<file path="src/design/sscsb_pkg.sv">
// Package: item codes, bit positions, reset values and carriers of the control/status bank
package sscsb_pkg;
  localparam int WORD_W = 16;
  localparam int ADDON_N = 3;

  // Item selector of the register port
  typedef enum logic [2:0] {
    ITEM_ALARM_CFG = 3'h0,
    ITEM_FRONT_IN = 3'h1,
    ITEM_FRONT_OUT = 3'h2,
    ITEM_RESET_CFG = 3'h3,
    ITEM_HEALTH = 3'h4
  } sscsb_item_t;

  // Alarm config field layout
  localparam int ALM_EN = 0;
  localparam int ALM_ALWAYS = 1;
  localparam int ALM_COND_LSB = 2;
  localparam int ALM_FN_W = 6;
  localparam int ALM_MASK_LSB = 8;
  localparam logic [ALM_FN_W-1:0] ALM_FN_RST = 6'h00;

  // Reset config layout
  localparam int RCF_BP_CPU = 0;
  localparam int RCF_BP_FRONT = 2;
  localparam int RCF_CPU_FRONT = 3;
  localparam logic [WORD_W-1:0] RCF_RST = 16'h0032;

  // Two-bit signed health codes
  localparam logic [1:0] HLT_FAIL = 2'h3;
  localparam logic [1:0] HLT_ABSENT = 2'h0;
  localparam logic [1:0] HLT_GOOD = 2'h1;

  // Asynchronous front panel and supply lines
  typedef struct packed {
    logic vsel;
    logic isel;
    logic kill;
    logic interlock;
    logic remote_en;
    logic local_en;
    logic nim_sel;
    logic overcurrent_flag;
    logic undervoltage_flag;
    logic overvoltage_flag;
    logic channel_on_flag;
    logic fan_fail;
    logic overtemperature_flag;
    logic overvoltage_cond;
    logic overcurrent_cond;
    logic undervoltage_cond;
    logic trip_cond;
    logic cpu_fail;
    logic front_reset;
    logic mains_good;
    logic primary_good;
    logic [ADDON_N-1:0] addon_present;
    logic [ADDON_N-1:0] addon_good;
  } sscsb_pins_t;

  // Health report, one code per source
  typedef struct packed {
    logic [ADDON_N-1:0][1:0] addon;
    logic [1:0] primary;
    logic [1:0] mains_input_health;
  } sscsb_health_t;
endpackage

</file>
<file path="src/design/sscsb_top.sv">
// Control and status bank: alarm output config, front panel snapshots, reset routing, health
`timescale 1ns/1ps
module sscsb_top
  import sscsb_pkg::*;
(
  input wire logic ref_clk,
  input wire logic sys_rst,
  input wire sscsb_pins_t pins,
  input wire sscsb_item_t item,
  input wire logic wr_en,
  input wire logic [WORD_W-1:0] wr_data,
  input wire logic rd_en,
  output logic [WORD_W-1:0] rd_data,
  output logic rd_valid,
  output logic alarm_output,
  output logic backplane_reset,
  output logic cpu_reset,
  output sscsb_health_t supply_module_health
);
  // Masked merge: function bit changes only where its mask is set
  function automatic logic [ALM_FN_W-1:0] masked_merge(input logic [ALM_FN_W-1:0] old_fn,
                                                      input logic [WORD_W-1:0] data);
    logic [ALM_FN_W-1:0] mask;
    mask = data[ALM_MASK_LSB +: ALM_FN_W];
    masked_merge = (old_fn & ~mask) | (data[ALM_FN_W-1:0] & mask);
  endfunction

  // Health code from presence and good lines
  function automatic logic [1:0] health_code(input logic present, input logic good);
    health_code = !present ? HLT_ABSENT : (good ? HLT_GOOD : HLT_FAIL);
  endfunction

  sscsb_pins_t meta_q;
  sscsb_pins_t sync_q;
  logic [ALM_FN_W-1:0] alarm_fn_q;
  logic [ALM_FN_W-1:0] alarm_fn_d;
  logic [WORD_W-1:0] reset_cfg_q;
  logic [WORD_W-1:0] rd_data_q;
  logic rd_valid_q;
  logic alarm_q;
  logic bp_reset_q;
  logic cpu_reset_q;
  sscsb_health_t health_q;
  sscsb_health_t health_d;

  // Pins are asynchronous; two flops before any logic looks at them
  always_ff @(posedge ref_clk) begin
    if (sys_rst) begin
      meta_q <= '0;
      sync_q <= '0;
    end else begin
      meta_q <= pins;
      sync_q <= meta_q;
    end
  end

  // Write decode
  wire wr_alarm = wr_en && (item == ITEM_ALARM_CFG);
  wire wr_reset = wr_en && (item == ITEM_RESET_CFG);
  // Bits 6..7 and 14..15 never reach storage; masks are consumed, not kept
  assign alarm_fn_d = wr_alarm ? masked_merge(alarm_fn_q, wr_data) : alarm_fn_q;

  // Configuration storage
  always_ff @(posedge ref_clk) begin
    if (sys_rst) begin
      alarm_fn_q <= ALM_FN_RST;
      reset_cfg_q <= RCF_RST;
    end else begin
      alarm_fn_q <= alarm_fn_d;
      if (wr_reset) begin
        reset_cfg_q <= wr_data; // Stored as written; writers keep fixed bits
      end
    end
  end

  // Snapshot words built from the synchronised lines; the alarm word comes from the stored functions
  wire [WORD_W-1:0] front_in_word = {9'h000, sync_q.nim_sel, sync_q.local_en,
    sync_q.remote_en, sync_q.interlock, sync_q.kill, sync_q.isel, sync_q.vsel};
  wire [WORD_W-1:0] front_out_word = {6'h00, sync_q.overtemperature_flag, sync_q.fan_fail,
    4'h0, sync_q.channel_on_flag, sync_q.overvoltage_flag, sync_q.undervoltage_flag,
    sync_q.overcurrent_flag};
  wire [WORD_W-1:0] alarm_word = {{(WORD_W-ALM_FN_W){1'b0}}, alarm_fn_q};
  wire [WORD_W-1:0] health_word = {{(WORD_W-$bits(sscsb_health_t)){1'b0}}, health_q};

  // Read selection; an unknown item reads zero
  wire [WORD_W-1:0] rd_mux =
    (item == ITEM_ALARM_CFG) ? alarm_word :
    (item == ITEM_FRONT_IN) ? front_in_word :
    (item == ITEM_FRONT_OUT) ? front_out_word :
    (item == ITEM_RESET_CFG) ? reset_cfg_q :
    (item == ITEM_HEALTH) ? health_word : 16'h0000;

  // Read answer one cycle after the strobe; data holds until the next read
  always_ff @(posedge ref_clk) begin
    if (sys_rst) begin
      rd_data_q <= 16'h0000;
      rd_valid_q <= 1'b0;
    end else begin
      rd_valid_q <= rd_en;
      if (rd_en) begin
        rd_data_q <= rd_mux;
      end
    end
  end

  // Alarm condition: enable gates both the force bit and the selected conditions
  wire [3:0] cond_vec = {sync_q.trip_cond, sync_q.undervoltage_cond,
    sync_q.overcurrent_cond, sync_q.overvoltage_cond};
  wire cond_hit = |(alarm_fn_q[ALM_COND_LSB +: 4] & cond_vec);
  wire alarm_d = alarm_fn_q[ALM_EN] && (alarm_fn_q[ALM_ALWAYS] || cond_hit);

  // Reset routing
  wire bp_reset_d = (reset_cfg_q[RCF_BP_CPU] && sync_q.cpu_fail) ||
    (reset_cfg_q[RCF_BP_FRONT] && sync_q.front_reset);
  wire cpu_reset_d = reset_cfg_q[RCF_CPU_FRONT] && sync_q.front_reset;

  // Health codes; main and primary are always present
  always_comb begin
    health_d.mains_input_health = health_code(1'b1, sync_q.mains_good);
    health_d.primary = health_code(1'b1, sync_q.primary_good);
    for (int i = 0; i < ADDON_N; i++) begin
      health_d.addon[i] = health_code(sync_q.addon_present[i], sync_q.addon_good[i]);
    end
  end

  // Registered outputs so no pin sees a combinational glitch
  always_ff @(posedge ref_clk) begin
    if (sys_rst) begin
      alarm_q <= 1'b0;
      bp_reset_q <= 1'b0;
      cpu_reset_q <= 1'b0;
      health_q <= '0;
    end else begin
      alarm_q <= alarm_d;
      bp_reset_q <= bp_reset_d;
      cpu_reset_q <= cpu_reset_d;
      health_q <= health_d;
    end
  end

  assign rd_data = rd_data_q;
  assign rd_valid = rd_valid_q;
  assign alarm_output = alarm_q;
  assign backplane_reset = bp_reset_q;
  assign cpu_reset = cpu_reset_q;
  assign supply_module_health = health_q;

  // Checks next to the logic they guard
  AST_ALARM_WRITE: assert property (@(posedge ref_clk) disable iff (sys_rst)
    wr_alarm |=> alarm_fn_q == (($past(alarm_fn_q) & ~$past(wr_data[13:8])) |
                                ($past(wr_data[5:0]) & $past(wr_data[13:8]))))
    else $error("alarm config masked write wrong");
  AST_MASK_HOLD: assert property (@(posedge ref_clk) disable iff (sys_rst)
    (wr_alarm && wr_data[13:8] == 6'h00) |=> $stable(alarm_fn_q))
    else $error("alarm config changed without mask");
  AST_ALARM_ZERO: assert property (@(posedge ref_clk) disable iff (sys_rst)
    (rd_en && item == ITEM_ALARM_CFG) |=> rd_data[15:6] == 10'h000)
    else $error("alarm config unused bits not zero");
  AST_FRONT_IN: assert property (@(posedge ref_clk) disable iff (sys_rst)
    (rd_en && item == ITEM_FRONT_IN) |=> rd_data[15:7] == 9'h000 &&
      rd_data[0] == $past(sync_q.vsel) && rd_data[6] == $past(sync_q.nim_sel) &&
      rd_data[2] == $past(sync_q.kill))
    else $error("front input word wrong");
  AST_FRONT_OUT: assert property (@(posedge ref_clk) disable iff (sys_rst)
    (rd_en && item == ITEM_FRONT_OUT) |=> rd_data[15:10] == 6'h00 && rd_data[7:4] == 4'h0 &&
      rd_data[8] == $past(sync_q.fan_fail) && rd_data[3] == $past(sync_q.channel_on_flag))
    else $error("front output word wrong");
  AST_ALARM_OFF: assert property (@(posedge ref_clk) disable iff (sys_rst)
    !alarm_fn_q[ALM_EN] |=> !alarm_output)
    else $error("alarm active while disabled");
  AST_ALARM_ON: assert property (@(posedge ref_clk) disable iff (sys_rst)
    (alarm_fn_q[ALM_EN] && (alarm_fn_q[ALM_ALWAYS] || (alarm_fn_q[2] && sync_q.overvoltage_cond)
      || (alarm_fn_q[5] && sync_q.trip_cond))) |=> alarm_output)
    else $error("alarm not active when due");
  AST_BP_RESET: assert property (@(posedge ref_clk) disable iff (sys_rst)
    (reset_cfg_q[0] && sync_q.cpu_fail) |=> backplane_reset)
    else $error("backplane reset missing on processor failure");
  AST_CPU_RESET: assert property (@(posedge ref_clk) disable iff (sys_rst)
    cpu_reset |-> $past(reset_cfg_q[3] && sync_q.front_reset))
    else $error("processor reset without cause");
  AST_HEALTH: assert property (@(posedge ref_clk) disable iff (sys_rst)
    !sync_q.addon_present[0] |=> supply_module_health.addon[0] == 2'h0)
    else $error("absent add-on not coded zero");

  // Read port: one answer pulse per strobe, data held between reads
  AST_RD_PULSE: assert property (@(posedge ref_clk) disable iff (sys_rst)
    rd_en |=> rd_valid)
    else $error("read strobe not answered");
  AST_RD_QUIET: assert property (@(posedge ref_clk) disable iff (sys_rst)
    !rd_en |=> !rd_valid && $stable(rd_data))
    else $error("read answer without strobe");

  // Stored configuration only moves on its own write
  AST_FN_HOLD: assert property (@(posedge ref_clk) disable iff (sys_rst)
    !wr_alarm |=> $stable(alarm_fn_q))
    else $error("alarm config changed without write");
  AST_RCF_WRITE: assert property (@(posedge ref_clk) disable iff (sys_rst)
    wr_reset |=> reset_cfg_q == $past(wr_data))
    else $error("reset config write lost");

  // Alarm: the two middle conditions fire it, and nothing fires it when no cause stands
  AST_ALARM_MID: assert property (@(posedge ref_clk) disable iff (sys_rst)
    (alarm_fn_q[ALM_EN] && ((alarm_fn_q[ALM_COND_LSB+1] && sync_q.overcurrent_cond) ||
      (alarm_fn_q[ALM_COND_LSB+2] && sync_q.undervoltage_cond))) |=> alarm_output)
    else $error("alarm missed a selected condition");
  AST_ALARM_IDLE: assert property (@(posedge ref_clk) disable iff (sys_rst)
    (!alarm_fn_q[ALM_ALWAYS] && !(alarm_fn_q[ALM_COND_LSB] && sync_q.overvoltage_cond) &&
      !(alarm_fn_q[ALM_COND_LSB+1] && sync_q.overcurrent_cond) &&
      !(alarm_fn_q[ALM_COND_LSB+2] && sync_q.undervoltage_cond) &&
      !(alarm_fn_q[ALM_COND_LSB+3] && sync_q.trip_cond)) |=> !alarm_output)
    else $error("alarm active with no selected condition");

  // Reset routing: the front reset reaches each enabled target, and the backplane reset has no other cause
  AST_BP_FRONT: assert property (@(posedge ref_clk) disable iff (sys_rst)
    (reset_cfg_q[RCF_BP_FRONT] && sync_q.front_reset) |=> backplane_reset)
    else $error("backplane reset missing on front reset");
  AST_CPU_FRONT: assert property (@(posedge ref_clk) disable iff (sys_rst)
    (reset_cfg_q[RCF_CPU_FRONT] && sync_q.front_reset) |=> cpu_reset)
    else $error("processor reset missing on front reset");
  AST_BP_QUIET: assert property (@(posedge ref_clk) disable iff (sys_rst)
    (!(reset_cfg_q[RCF_BP_CPU] && sync_q.cpu_fail) &&
      !(reset_cfg_q[RCF_BP_FRONT] && sync_q.front_reset)) |=> !backplane_reset)
    else $error("backplane reset without enabled cause");

  // Health codes in two-bit form: -1 reads 2'h3, +1 reads 2'h1
  AST_HEALTH_FIXED: assert property (@(posedge ref_clk) disable iff (sys_rst)
    1'b1 |=> (supply_module_health.mains_input_health ==
      ($past(sync_q.mains_good) ? 2'h1 : 2'h3)) && (supply_module_health.primary ==
      ($past(sync_q.primary_good) ? 2'h1 : 2'h3)))
    else $error("mains or primary health code wrong");
  AST_HEALTH_FAIL: assert property (@(posedge ref_clk) disable iff (sys_rst)
    (sync_q.addon_present[1] && !sync_q.addon_good[1]) |=> supply_module_health.addon[1] == 2'h3)
    else $error("failed add-on not coded minus one");
  AST_HEALTH_GOOD: assert property (@(posedge ref_clk) disable iff (sys_rst)
    (sync_q.addon_present[0] && sync_q.addon_good[0]) |=> supply_module_health.addon[0] == 2'h1)
    else $error("good add-on not coded one");
endmodule // sscsb_top

</file>
<file path="config.mk">
export PLATFORM = sky130hd
export DESIGN_NAME = sscsb_top
export DESIGN_NICKNAME = d
export VERILOG_FILES = /design/src/design/sscsb_pkg.sv /design/src/design/sscsb_top.sv
export SDC_FILE = /design/constraint.sdc
export NUM_CORES = 1
export LEC_CHECK = 0
export BUFFER_PORTS_ARGS = -buffer_cell sky130_fd_sc_hd__buf_2
export CAP_MARGIN = 5
export CELL_PAD_IN_SITES_DETAIL_PLACEMENT = 0
export CELL_PAD_IN_SITES_GLOBAL_PLACEMENT = 1
export CORE_ASPECT_RATIO = 0.7
export CORE_UTILIZATION = 40
export DETAILED_ROUTE_END_ITERATION = 12
export GPL_ROUTABILITY_DRIVEN = 1
export HOLD_SLACK_MARGIN = 0.05
export MAX_ROUTING_LAYER = met4
export PLACE_DENSITY = 0.87
export SLEW_MARGIN = 20
export SYNTH_ARGS = -nofsm -noshare
export SYNTH_HDL_FRONTEND = slang
export SYNTH_SLANG_ARGS = --single-unit
export TNS_END_PERCENT = 10
</file>
<file path="constraint.sdc">
create_clock -name ref_clk -period 1.82 [get_ports ref_clk]
set_clock_uncertainty 0.2 [all_clocks]
set_input_delay 0.182 -clock ref_clk [delete_from_list [all_inputs] [get_ports ref_clk]]
set_output_delay 0.182 -clock ref_clk [all_outputs]
set_load 0.01 [all_outputs]
</file>
==> results of run 1 <==
-- worst max-delay path by stage --
stage	start	endpoint	slack [ns]	cells after the start
CTS	sys_rst	meta_q[23]	0.19	4
floorplan	item[2]	rd_data[0]	0.40	5
global placement	item[0]	rd_data[0]	0.20	5
global route	sys_rst	rd_data[2]	0.06	5
finish	sys_rst	meta_q[23]	0.17	4
detailed placement	item[1]	reset_cfg_q[3]	0.15	6
-- flip-flops by register name, summed over array words and instances, names as in the netlist, named ones only --
name                  cells
front_out_word            6
front_in_word             7
meta_q                   27
alarm_output              1
backplane_reset           1
cpu_reset                 1
sync_q                   10
supply_module_health      9
cond_vec                  4
reset_cfg_q              16
rd_valid                  1
rd_data                  16
-- stage by stage --
step / power (uW) / util, %
6_report: 4730 / 56.7
3_5_place_dp: 2770 / 47.7
3_3_place_gp: 2760 / 47.7
2_1_floorplan: 2630 / -
5_1_grt: 4900 / 56.7
4_1_cts: 4760 / 56.7
-- power groups by stage --
stage	sequential (uW)	clock, uW	combinational (uW)
2_1_floorplan	2460	0	167
3_3_place_gp	2470	0	292
3_5_place_dp	2470	0	301
4_1_cts	2410	1960	377
5_1_grt	2420	2060	415
6_report	2410	1930	379
-- cell families (layout without fill, tap and decap cells) --
| group | after synthesis | after routing |
|---|---|---|
| compound gates | 65 | 65 |
| buf+inv | 28 | 156 |
| flops | 105 | 105 |
| mux | 3 | 3 |
| simple gates | 161 | 161 |
-- routing by layer --
layer	routed length [microns]	share of wire [%]	vias up	global-route usage (%)
li1	-	-	1447	-
met1	4020	49	1306	23.3
met2	3720	45	74	30.2
met3	387	4.7	10	5.66
met4	101	1.2	0	5.71
met5	0	0	-	-
-- layout by cell type (no fill, tap or decap), types with 2 or more instances in the layout --
cell,netlist,layout
a211oi_1,3,3
nand2_1,49,49
o22ai_1,3,3
nand3_1,10,10
o21ai_0,5,5
nor3_1,2,2
dlygate4sd3_1,0,46
clkbuf_16,0,9
nor2b_1,73,73
buf_2,9,79
inv_1,4,4
a22oi_1,5,5
dfxtp_1,105,105
nor2_1,16,16
o22a_1,2,2
and3_1,4,4
mux2_2,2,2
o32ai_1,2,2
a31oi_1,3,3
a22o_1,2,2
buf_4,1,9
clkinvlp_4,0,2
a32o_1,3,3
inv_6,0,2
a21oi_1,32,32
nand2b_1,3,3
-- area by class of cell --
type                       instances  share of cell area [%]
clock buffer                       9                    4.67
clock inverter                     7                    1.58
inverter                           5                   0.389
multi-input combinational        229                    27.1
sequential                       105                    43.6
tap                              120                    3.11
timing repair buffer             135                    19.6
-- worst max-delay path, cell delays in order --
cell and delay, ns:
dlygate4sd3_1 0.52, buf_2 0.34, nor2b_1 0.08, dlygate4sd3_1 0.56
-- repair_timing --
action / in CTS / in global routing
endpoints found under the setup margin: 0 / 0
hold endpoints to repair: 53 / 0
gates resized for setup: 0 / 0
hold buffers: 46 / 0
buffers inserted: 0 / 0
==> impl_metrics.yaml, run 1 <==
clock_network:
  cts_root_buffer: "clkbuf_16"
  clk-insertion-delay-late_ns: 0.34
  cts_inserted_buffers: 9
  cts_buffer_depth: 2
  clock-sinks: 105
  path_clk_slew_ns: 0.07
  htree_levels: 3
  cts_tree: "yes"
final_layout:
  syn_to_final_growth_pct: 36.4
  antenna_cells: 0
  multi_input_area_sq_mm: 0.00131
  drive_gt1_share_pct: 23.3
  fillers: 770
  final_cells: 610
  fin_area_sq_mm: 0.00482
  nets: 535
  register_area_sq_mm: 0.00210
logic_synthesis:
  synthTopCellsByCount: "dfxtp_1, nor2b_1, nand2_1, a21oi_1, nor2_1"
  yosysWarnings: 0
  synth_top_area_share_pct: 59.4
  synth_edf_count: 0
  ys.flop_type: "dfxtp_1"
  avgSynthCellArea_sq_um: 9.77
  syn_area_sq_mm: 0.00354
  synth-seq-area-share_pct: 59.4
  synth_nets: 412
  ys_ff_latch: 105
  synthAdderAreaFrac_pct: 0
  synth_area_leaders: "dfxtp_1, nor2b_1, nand2_1"
  synth_area_leader_cell: "dfxtp_1"
  async_flop_share_pct: 0
  synth_top_family_by_area: "simple AND/OR/NAND/NOR gates"
  synthCells: 362
  synthSimpleGateAreaFrac_pct: 24.0
  yosys.area_share.xor_xnor_pct: 0
  yosysMostFrequentCell: "dfxtp_1"
  synthMuxAreaShare_pct: 0.955
  synth_cell_types: 36
  synth_compound_area_share_pct: 12.1
power:
  seqPwrFrac_pct: 51.1
  netSwitchingFraction_pct: 22.6
  p_comb_share_pct: 8.0
  power_leakage_uw: 0.00201
  clkPwrFrac_pct: 40.9
  powerDensity_mw_per_mm2: 980
  peakVddDrop_mv: 0.576
  p_switching_uw: 1070
  p_int_uw: 3660
floorplan:
  start_util_pct: 41.6
  die_h_microns: 80.7
  rows: 28
  chipWidth_microns: 114
  die_area_sq_mm: 0.00923
  ios: 80
  core-area_sq_mm: 0.00851
placement:
  dpl_cell_area_sq_mm: 0.00406
  dp_cells: 548
  post-dp-hpwl_microns: 5580
  place_congestion: 0.801
  io_buffers: 79
  place_ws_ns: 0.153
worst_setup_path:
  worstPathRequired_ns: 1.85
  crit_arrival_ns: 1.69
  rr_worst_depth: 3
  r2r_setup_slack_ns: 0.50
  start_kind: "input port"
  cp-end-kind: "flop"
  crit_fanout: 17
  r2r-start: "reset_cfg_q[6]"
  r2r_end: "rd_data[6]"
  crit_type: "in -> reg"
routing:
  route.detailed.drc: 0
  vias: 2837
  drt_wl_total_microns: 8230
  dr.pass1.iters: 4
  first_iter_violations: 246
  wl_per_cell_microns: 13.5
  via_per_inst: 4.65
  ant_nets: 0
hold_path:
  hold_start: "rd_en"
  min_to: "rd_data[0]"
  hold_depth: 2
  hold_path.class: "in -> reg"
sta:
  min_period_ns: 1.65
  report.final.slew_viol_count: 0
  rsz0062_at_grt: "no"
  holdWs_ns: 0.0876
  min_period_over_period_pct: 90.9
  relSlewSlack_pct: 65.3
  max_freq_mhz: 605
  tightestPinTransition_ns: 0.516
  tns_ns: 0
  hold_violations: 0
  finalSetupViolCount: 0
  timing.final.ws_setup_ns: 0.166
flow_run:
  cap_viol_max_count: 0
global_routing:
  grt-ovfl-total: 0
  grt_util_all_layers_pct: 19.0
  antenna_found_initial: 0
  grt_pass1_wl_microns: 12700
  grt_pass1_vias: 2679
  grt_max_degree: 30
outcome:
  status: "completed"
No activity file was read; power rests on OpenSTA's default activity.
==> inputs of run 2 (changes only) <==
--- a/config.mk
+++ b/config.mk
@@ -15,7 +15,7 @@
 export GPL_ROUTABILITY_DRIVEN = 1
 export HOLD_SLACK_MARGIN = 0.05
 export MAX_ROUTING_LAYER = met4
-export PLACE_DENSITY = 0.87
+export PLACE_DENSITY_LB_ADDON = 0.1
 export SLEW_MARGIN = 20
 export SYNTH_ARGS = -nofsm -noshare
 export SYNTH_HDL_FRONTEND = slang
==> run 2 against run 1 <==
  * Global-route usage up 0.87 points
  * Via count down 1.8%
  * Largest power group unchanged
  * Worst hold slack worse by 0.0021 ns
  * Critical path type unchanged
  * Sequential share of layout area unchanged
  * Maximum frequency down 0.58%
  * Wire length down 2.0%
  * Clock-buffer cell count up 1
  * Critical path depth up 2
  * Flip-flop and latch count unchanged
  * Sequential power about the same
  * Cell area unchanged
==> impl_metrics.yaml, run 2 (synthesized netlist as in run 1, its figures left out) <==
worst_setup_path:
  slowest_stage: "dlygate4sd3_1"
  crit_fanout: 10
  cp_top_family: "buffers and inverters"
  r2r_setup_slack_ns: 0.50
  r2r-start: "reset_cfg_q[6]"
  r2r_end: "rd_data[6]"
  crit_type: "in -> reg"
  crit_cells: 6
  start_kind: "input port"
  slowest_delay_ns: 0.53
  worstPathRequired_ns: 1.89
  path_cells: "dlygate4sd3_1 > buf_2 > inv_1 > nor3_1 > o21ai_0 > o22ai_1"
  cp_num_buf_inv: 3
  cp-end-kind: "flop"
  crit_arrival_ns: 1.73
  rr_worst_depth: 3
floorplan:
  chipWidth_microns: 114
  rows: 28
  ios: 80
  start_util_pct: 41.6
  core-area_sq_mm: 0.00851
  die_h_microns: 80.7
  die_area_sq_mm: 0.00923
routing:
  drt_wl_total_microns: 8060
  first_iter_violations: 196
  wl_per_cell_microns: 13.2
  ant_nets: 0
  dr.pass1.iters: 4
  vias: 2786
  via_per_inst: 4.57
  route.detailed.drc: 0
clock_network:
  post_cts_buffers: 0
  cts_buffer_depth: 2
  hold_buffers: 44
  cts_inserted_buffers: 9
  clk-insertion-delay-late_ns: 0.34
  cts_tree: "yes"
  htree_levels: 3
  cts_resized: 0
  clock-sinks: 105
  path_clk_slew_ns: 0.07
  cts_root_buffer: "clkbuf_16"
sta:
  min_period_ns: 1.66
  finalSetupViolCount: 0
  tns_ns: 0
  rsz0062_at_grt: "no"
  report.final.slew_viol_count: 0
  relSlewSlack_pct: 71.1
  max_freq_mhz: 601
  tightestPinTransition_ns: 0.430
  min_period_over_period_pct: 91.4
  timing.final.ws_setup_ns: 0.156
  hold_violations: 0
power:
  power_leakage_uw: 0.00201
  powerDensity_mw_per_mm2: 970
  peakVddDrop_mv: 0.601
placement:
  post-dp-hpwl_microns: 5540
  place_congestion: 0.856
  io_buffers: 79
  place_ws_ns: 0.194
  dpl_cell_area_sq_mm: 0.00409
final_layout:
  fin_area_sq_mm: 0.00482
  largest-register: "meta_q"
  fillers: 788
  largest_reg_flops: 27
  drive_gt1_share_pct: 23.5
  nets: 535
  mostFrequentLayoutCells: "dfxtp_1, buf_2, nor2b_1, nand2_1, dlygate4sd3_1"
  antenna_cells: 0
  syn_to_final_growth_pct: 36.4
  fin_util_pct: 56.7
  mostFrequentLayoutCell: "dfxtp_1"
hold_path:
  min_to: "supply_module_health[2]"
  hold_path.class: "in -> reg"
  hold_depth: 2
  hold_start: "sys_rst"
outcome:
  status: "completed"
global_routing:
  met2_usage_pct: 28.4
  grt_max_degree: 62
  antenna_found_initial: 0
  grt_util_all_layers_pct: 19.8
  use_met1_pct: 26.6
  grt-ovfl-total: 0
  busiest_layer: "met2"
  use_met3_pct: 5.13
  grt_pass1_wl_microns: 13300
  grt_pass1_vias: 2655
flow_run:
  cap_viol_max_count: 0
[run 2: area by class of cell]
type                    count  area [sq um]  share of cell area, %
flip-flops and latches    105          2100                   43.6
multi-input cells         229          1310                   27.1
repair buffers            135           951                   19.7
clock buffers              10           229                   4.75
well taps                 120           150                   3.11
clock inverters             6          65.1                   1.35
inverters                   5          18.8                  0.389
[run 2: layer usage]
layer	routed length [microns]	vias up	share of wire, %
li1	-	1446	-
met1	4020	1256	50
met2	3540	76	44
met3	399	8	4.9
met4	104	0	1.3
met5	0	-	0
[run 2: worst max-delay path by stage]
stage / slack, ns / from / to
2_1_floorplan: 0.40 / item[2] / rd_data[0]
3_3_place_gp: 0.22 / item[0] / rd_data[0]
3_5_place_dp: 0.19 / item[0] / rd_data[0]
4_1_cts: 0.21 / rd_en / rd_data[3]
5_1_grt: 0.008 / rd_en / rd_data[2]
6_report: 0.16 / rd_en / rd_data[3]
[run 2: through the flow]
stage	std cells	hold slack (ns)	total power [uW]
after floorplan	362	0.0611	2630
after global placement	550	0.173	2770
after detailed placement	550	0.171	2770
after CTS	610	0.0732	4750
after global routing	610	0.110	4890
final	610	0.0855	4680
[run 2: where the power goes]
part / leakage (uW) / switching (uW) / total [uW] / internal, uW
clock network: 0.000143 / 819 / 1890 / 1070
registers: 0.000862 / 32.9 / 2410 / 2380
logic: 0.00101 / 172 / 375 / 202
==> inputs of run 3 (changes only) <==
--- a/config.mk
+++ b/config.mk
@@ -10,7 +10,7 @@
 export CELL_PAD_IN_SITES_DETAIL_PLACEMENT = 0
 export CELL_PAD_IN_SITES_GLOBAL_PLACEMENT = 1
 export CORE_ASPECT_RATIO = 0.7
-export CORE_UTILIZATION = 40
+export CORE_UTILIZATION = 43
 export DETAILED_ROUTE_END_ITERATION = 12
 export GPL_ROUTABILITY_DRIVEN = 1
 export HOLD_SLACK_MARGIN = 0.05
==> constraint.sdc (replaced) <==
create_clock -name ref_clk -period 2 [get_ports ref_clk]
set_clock_uncertainty 0.2 [all_clocks]
set_input_delay 0.2 -clock ref_clk [delete_from_list [all_inputs] [get_ports ref_clk]]
set_output_delay 0.2 -clock ref_clk [all_outputs]
set_load 0.01 [all_outputs]
==> run 3 against run 2 <==
  * Combinational power fell by 11%
  * Clock power decreased by 11%
  * Final cell count shrank 3.9%
  * Non-clock buffer count down 4
  * Sequential power shrank 8.7%
  * Largest cell class unchanged
  * Critical path type unchanged
  * Largest power group unchanged
  * Flip-flop and latch count unchanged
  * Clock-buffer cell count unchanged
  * Die area down 6.8%
  * Register-to-register slack improved by 0.16 ns
  * Wire length is 3.0% lower
  * First-iteration DRC count is 14% lower
  * Global-route usage fell by 0.080 points
==> impl_metrics.yaml, run 3 (synthesized netlist as in run 1, its figures left out) <==
floorplan:
  die_h_microns: 77.9
  rows: 27
  start_util_pct: 44.8
  ios: 80
  chipWidth_microns: 110
  die_area_sq_mm: 0.00860
  core-area_sq_mm: 0.00791
global_routing:
  grt_util_all_layers_pct: 19.7
  grt_pass1_vias: 2553
  antenna_found_initial: 0
  grt-ovfl-total: 0
  grt_max_degree: 46
  grt_pass1_wl_microns: 12700
placement:
  post-dp-hpwl_microns: 5410
  io_buffers: 79
  place_congestion: 0.822
clock_network:
  clk-insertion-delay-late_ns: 0.34
  cts_buffer_depth: 2
  path_clk_slew_ns: 0.07
  htree_levels: 3
  cts_tree: "yes"
  clock-sinks: 105
  cts_root_buffer: "clkbuf_16"
  cts_resized: 0
  cts_inserted_buffers: 9
sta:
  holdWs_ns: 0.0779
  tightestPinTransition_ns: 0.543
  tns_ns: 0
  rsz0062_at_grt: "no"
  relSlewSlack_pct: 63.5
  max_freq_mhz: 586
  min_period_over_period_pct: 85.3
  hold_violations: 0
  finalSetupViolCount: 0
  report.final.slew_viol_count: 0
  min_period_ns: 1.71
routing:
  vias: 2774
  first_iter_violations: 168
  dr.pass1.iters: 4
  ant_nets: 0
  via_per_inst: 4.73
  drt_wl_total_microns: 7820
  wl_per_cell_microns: 13.3
  route.detailed.drc: 0
flow_run:
  cap_viol_max_count: 0
worst_setup_path:
  worstSetupStartpoint: "rd_en"
  r2r_end: "rd_data[0]"
  rr_worst_depth: 4
  cp-end-kind: "flop"
  crit_arrival_ns: 1.77
  start_kind: "input port"
  crit_end: "rd_data[3]"
  crit_fanout: 10
  r2r-start: "supply_module_health[2]"
  worstPathRequired_ns: 2.07
  crit_type: "in -> reg"
  r2r_setup_slack_ns: 0.66
final_layout:
  syn_to_final_growth_pct: 34.3
  mostFrequentLayoutCells: "dfxtp_1, buf_2, nor2b_1, nand2_1, dlygate4sd3_1"
  largest-register: "meta_q"
  drive_gt1_share_pct: 22.7
  mostFrequentLayoutCell: "dfxtp_1"
  nets: 531
  largest_reg_flops: 27
  antenna_cells: 0
power:
  power_leakage_uw: 0.00199
  peakVddDrop_mv: 0.575
  powerDensity_mw_per_mm2: 886
outcome:
  status: "completed"
hold_path:
  hold_path.class: "in -> reg"
  hold_start: "sys_rst"
==> run 3: cell types whose count changed in the layout (fill, tap and decap cells not counted) <==
| cell | before | now |
|---|---|---|
| inv_6 | 2 | 0 |
| clkinvlp_4 | 1 | 0 |
| buf_12 | 2 | 1 |
| clkinv_4 | 0 | 2 |
| buf_4 | 10 | 7 |
==> run 3: power breakdown <==
part	total (uW)	switching (uW)	internal, uW
combinational	334	155	178
clock	1680	715	963
sequential	2200	29.0	2170
total	4210	900	3310
==> run 3: what timing repair did <==
action,in CTS,in global routing
setup endpoints to repair,0,0
hold buffers,44,0
endpoints found under the hold margin,50,0
setup buffers,0,0
==> run 3: through the flow <==
step	total power (uW)	cells	setup slack, ns	area (sq um)	util (%)
5_1_grt	4390	586	0.175	4750	60.1
6_report	4210	586	0.295	4750	60.1
2_1_floorplan	2390	362	0.558	3540	-
3_5_place_dp	2510	527	0.226	4020	50.9
4_1_cts	4260	586	0.344	4750	60.1
3_3_place_gp	2510	527	0.308	4020	50.9
==> run 3: area by class of cell <==
type                    instances  area [sq um]
multi-input cells             229          1310
fillers                       713          3150
well taps                     101           126
repair buffers                131           908
clock inverters                 5          57.6
inverters                       5          18.8
flip-flops and latches        105          2100
clock buffers                  10           229
==> run 3: routing by layer <==
layer  part of all wire [%]  track usage (%)
met1                     50             25.7
met2                     44             29.9
met3                    4.9             5.86
met4                    1.1             5.60
met5                      0                -
==> run 3: how the worst min path moves through the flow <==
stage,cells past startpoint,end,slack (ns)
finish,2,sync_q[4],0.08
global placement,1,supply_module_health[3],0.17
CTS,2,sync_q[4],0.07
floorplan,1,supply_module_health[4],0.08
detailed placement,1,supply_module_health[1],0.17
global route,2,front_in_word[6],0.09
==> run 3: critical path, stage by stage <==
cell and delay [ns]:
dlygate4sd3_1 0.53, buf_2 0.22, inv_1 0.12, nor3_1 0.40
o21ai_0 0.17, o22ai_1 0.14
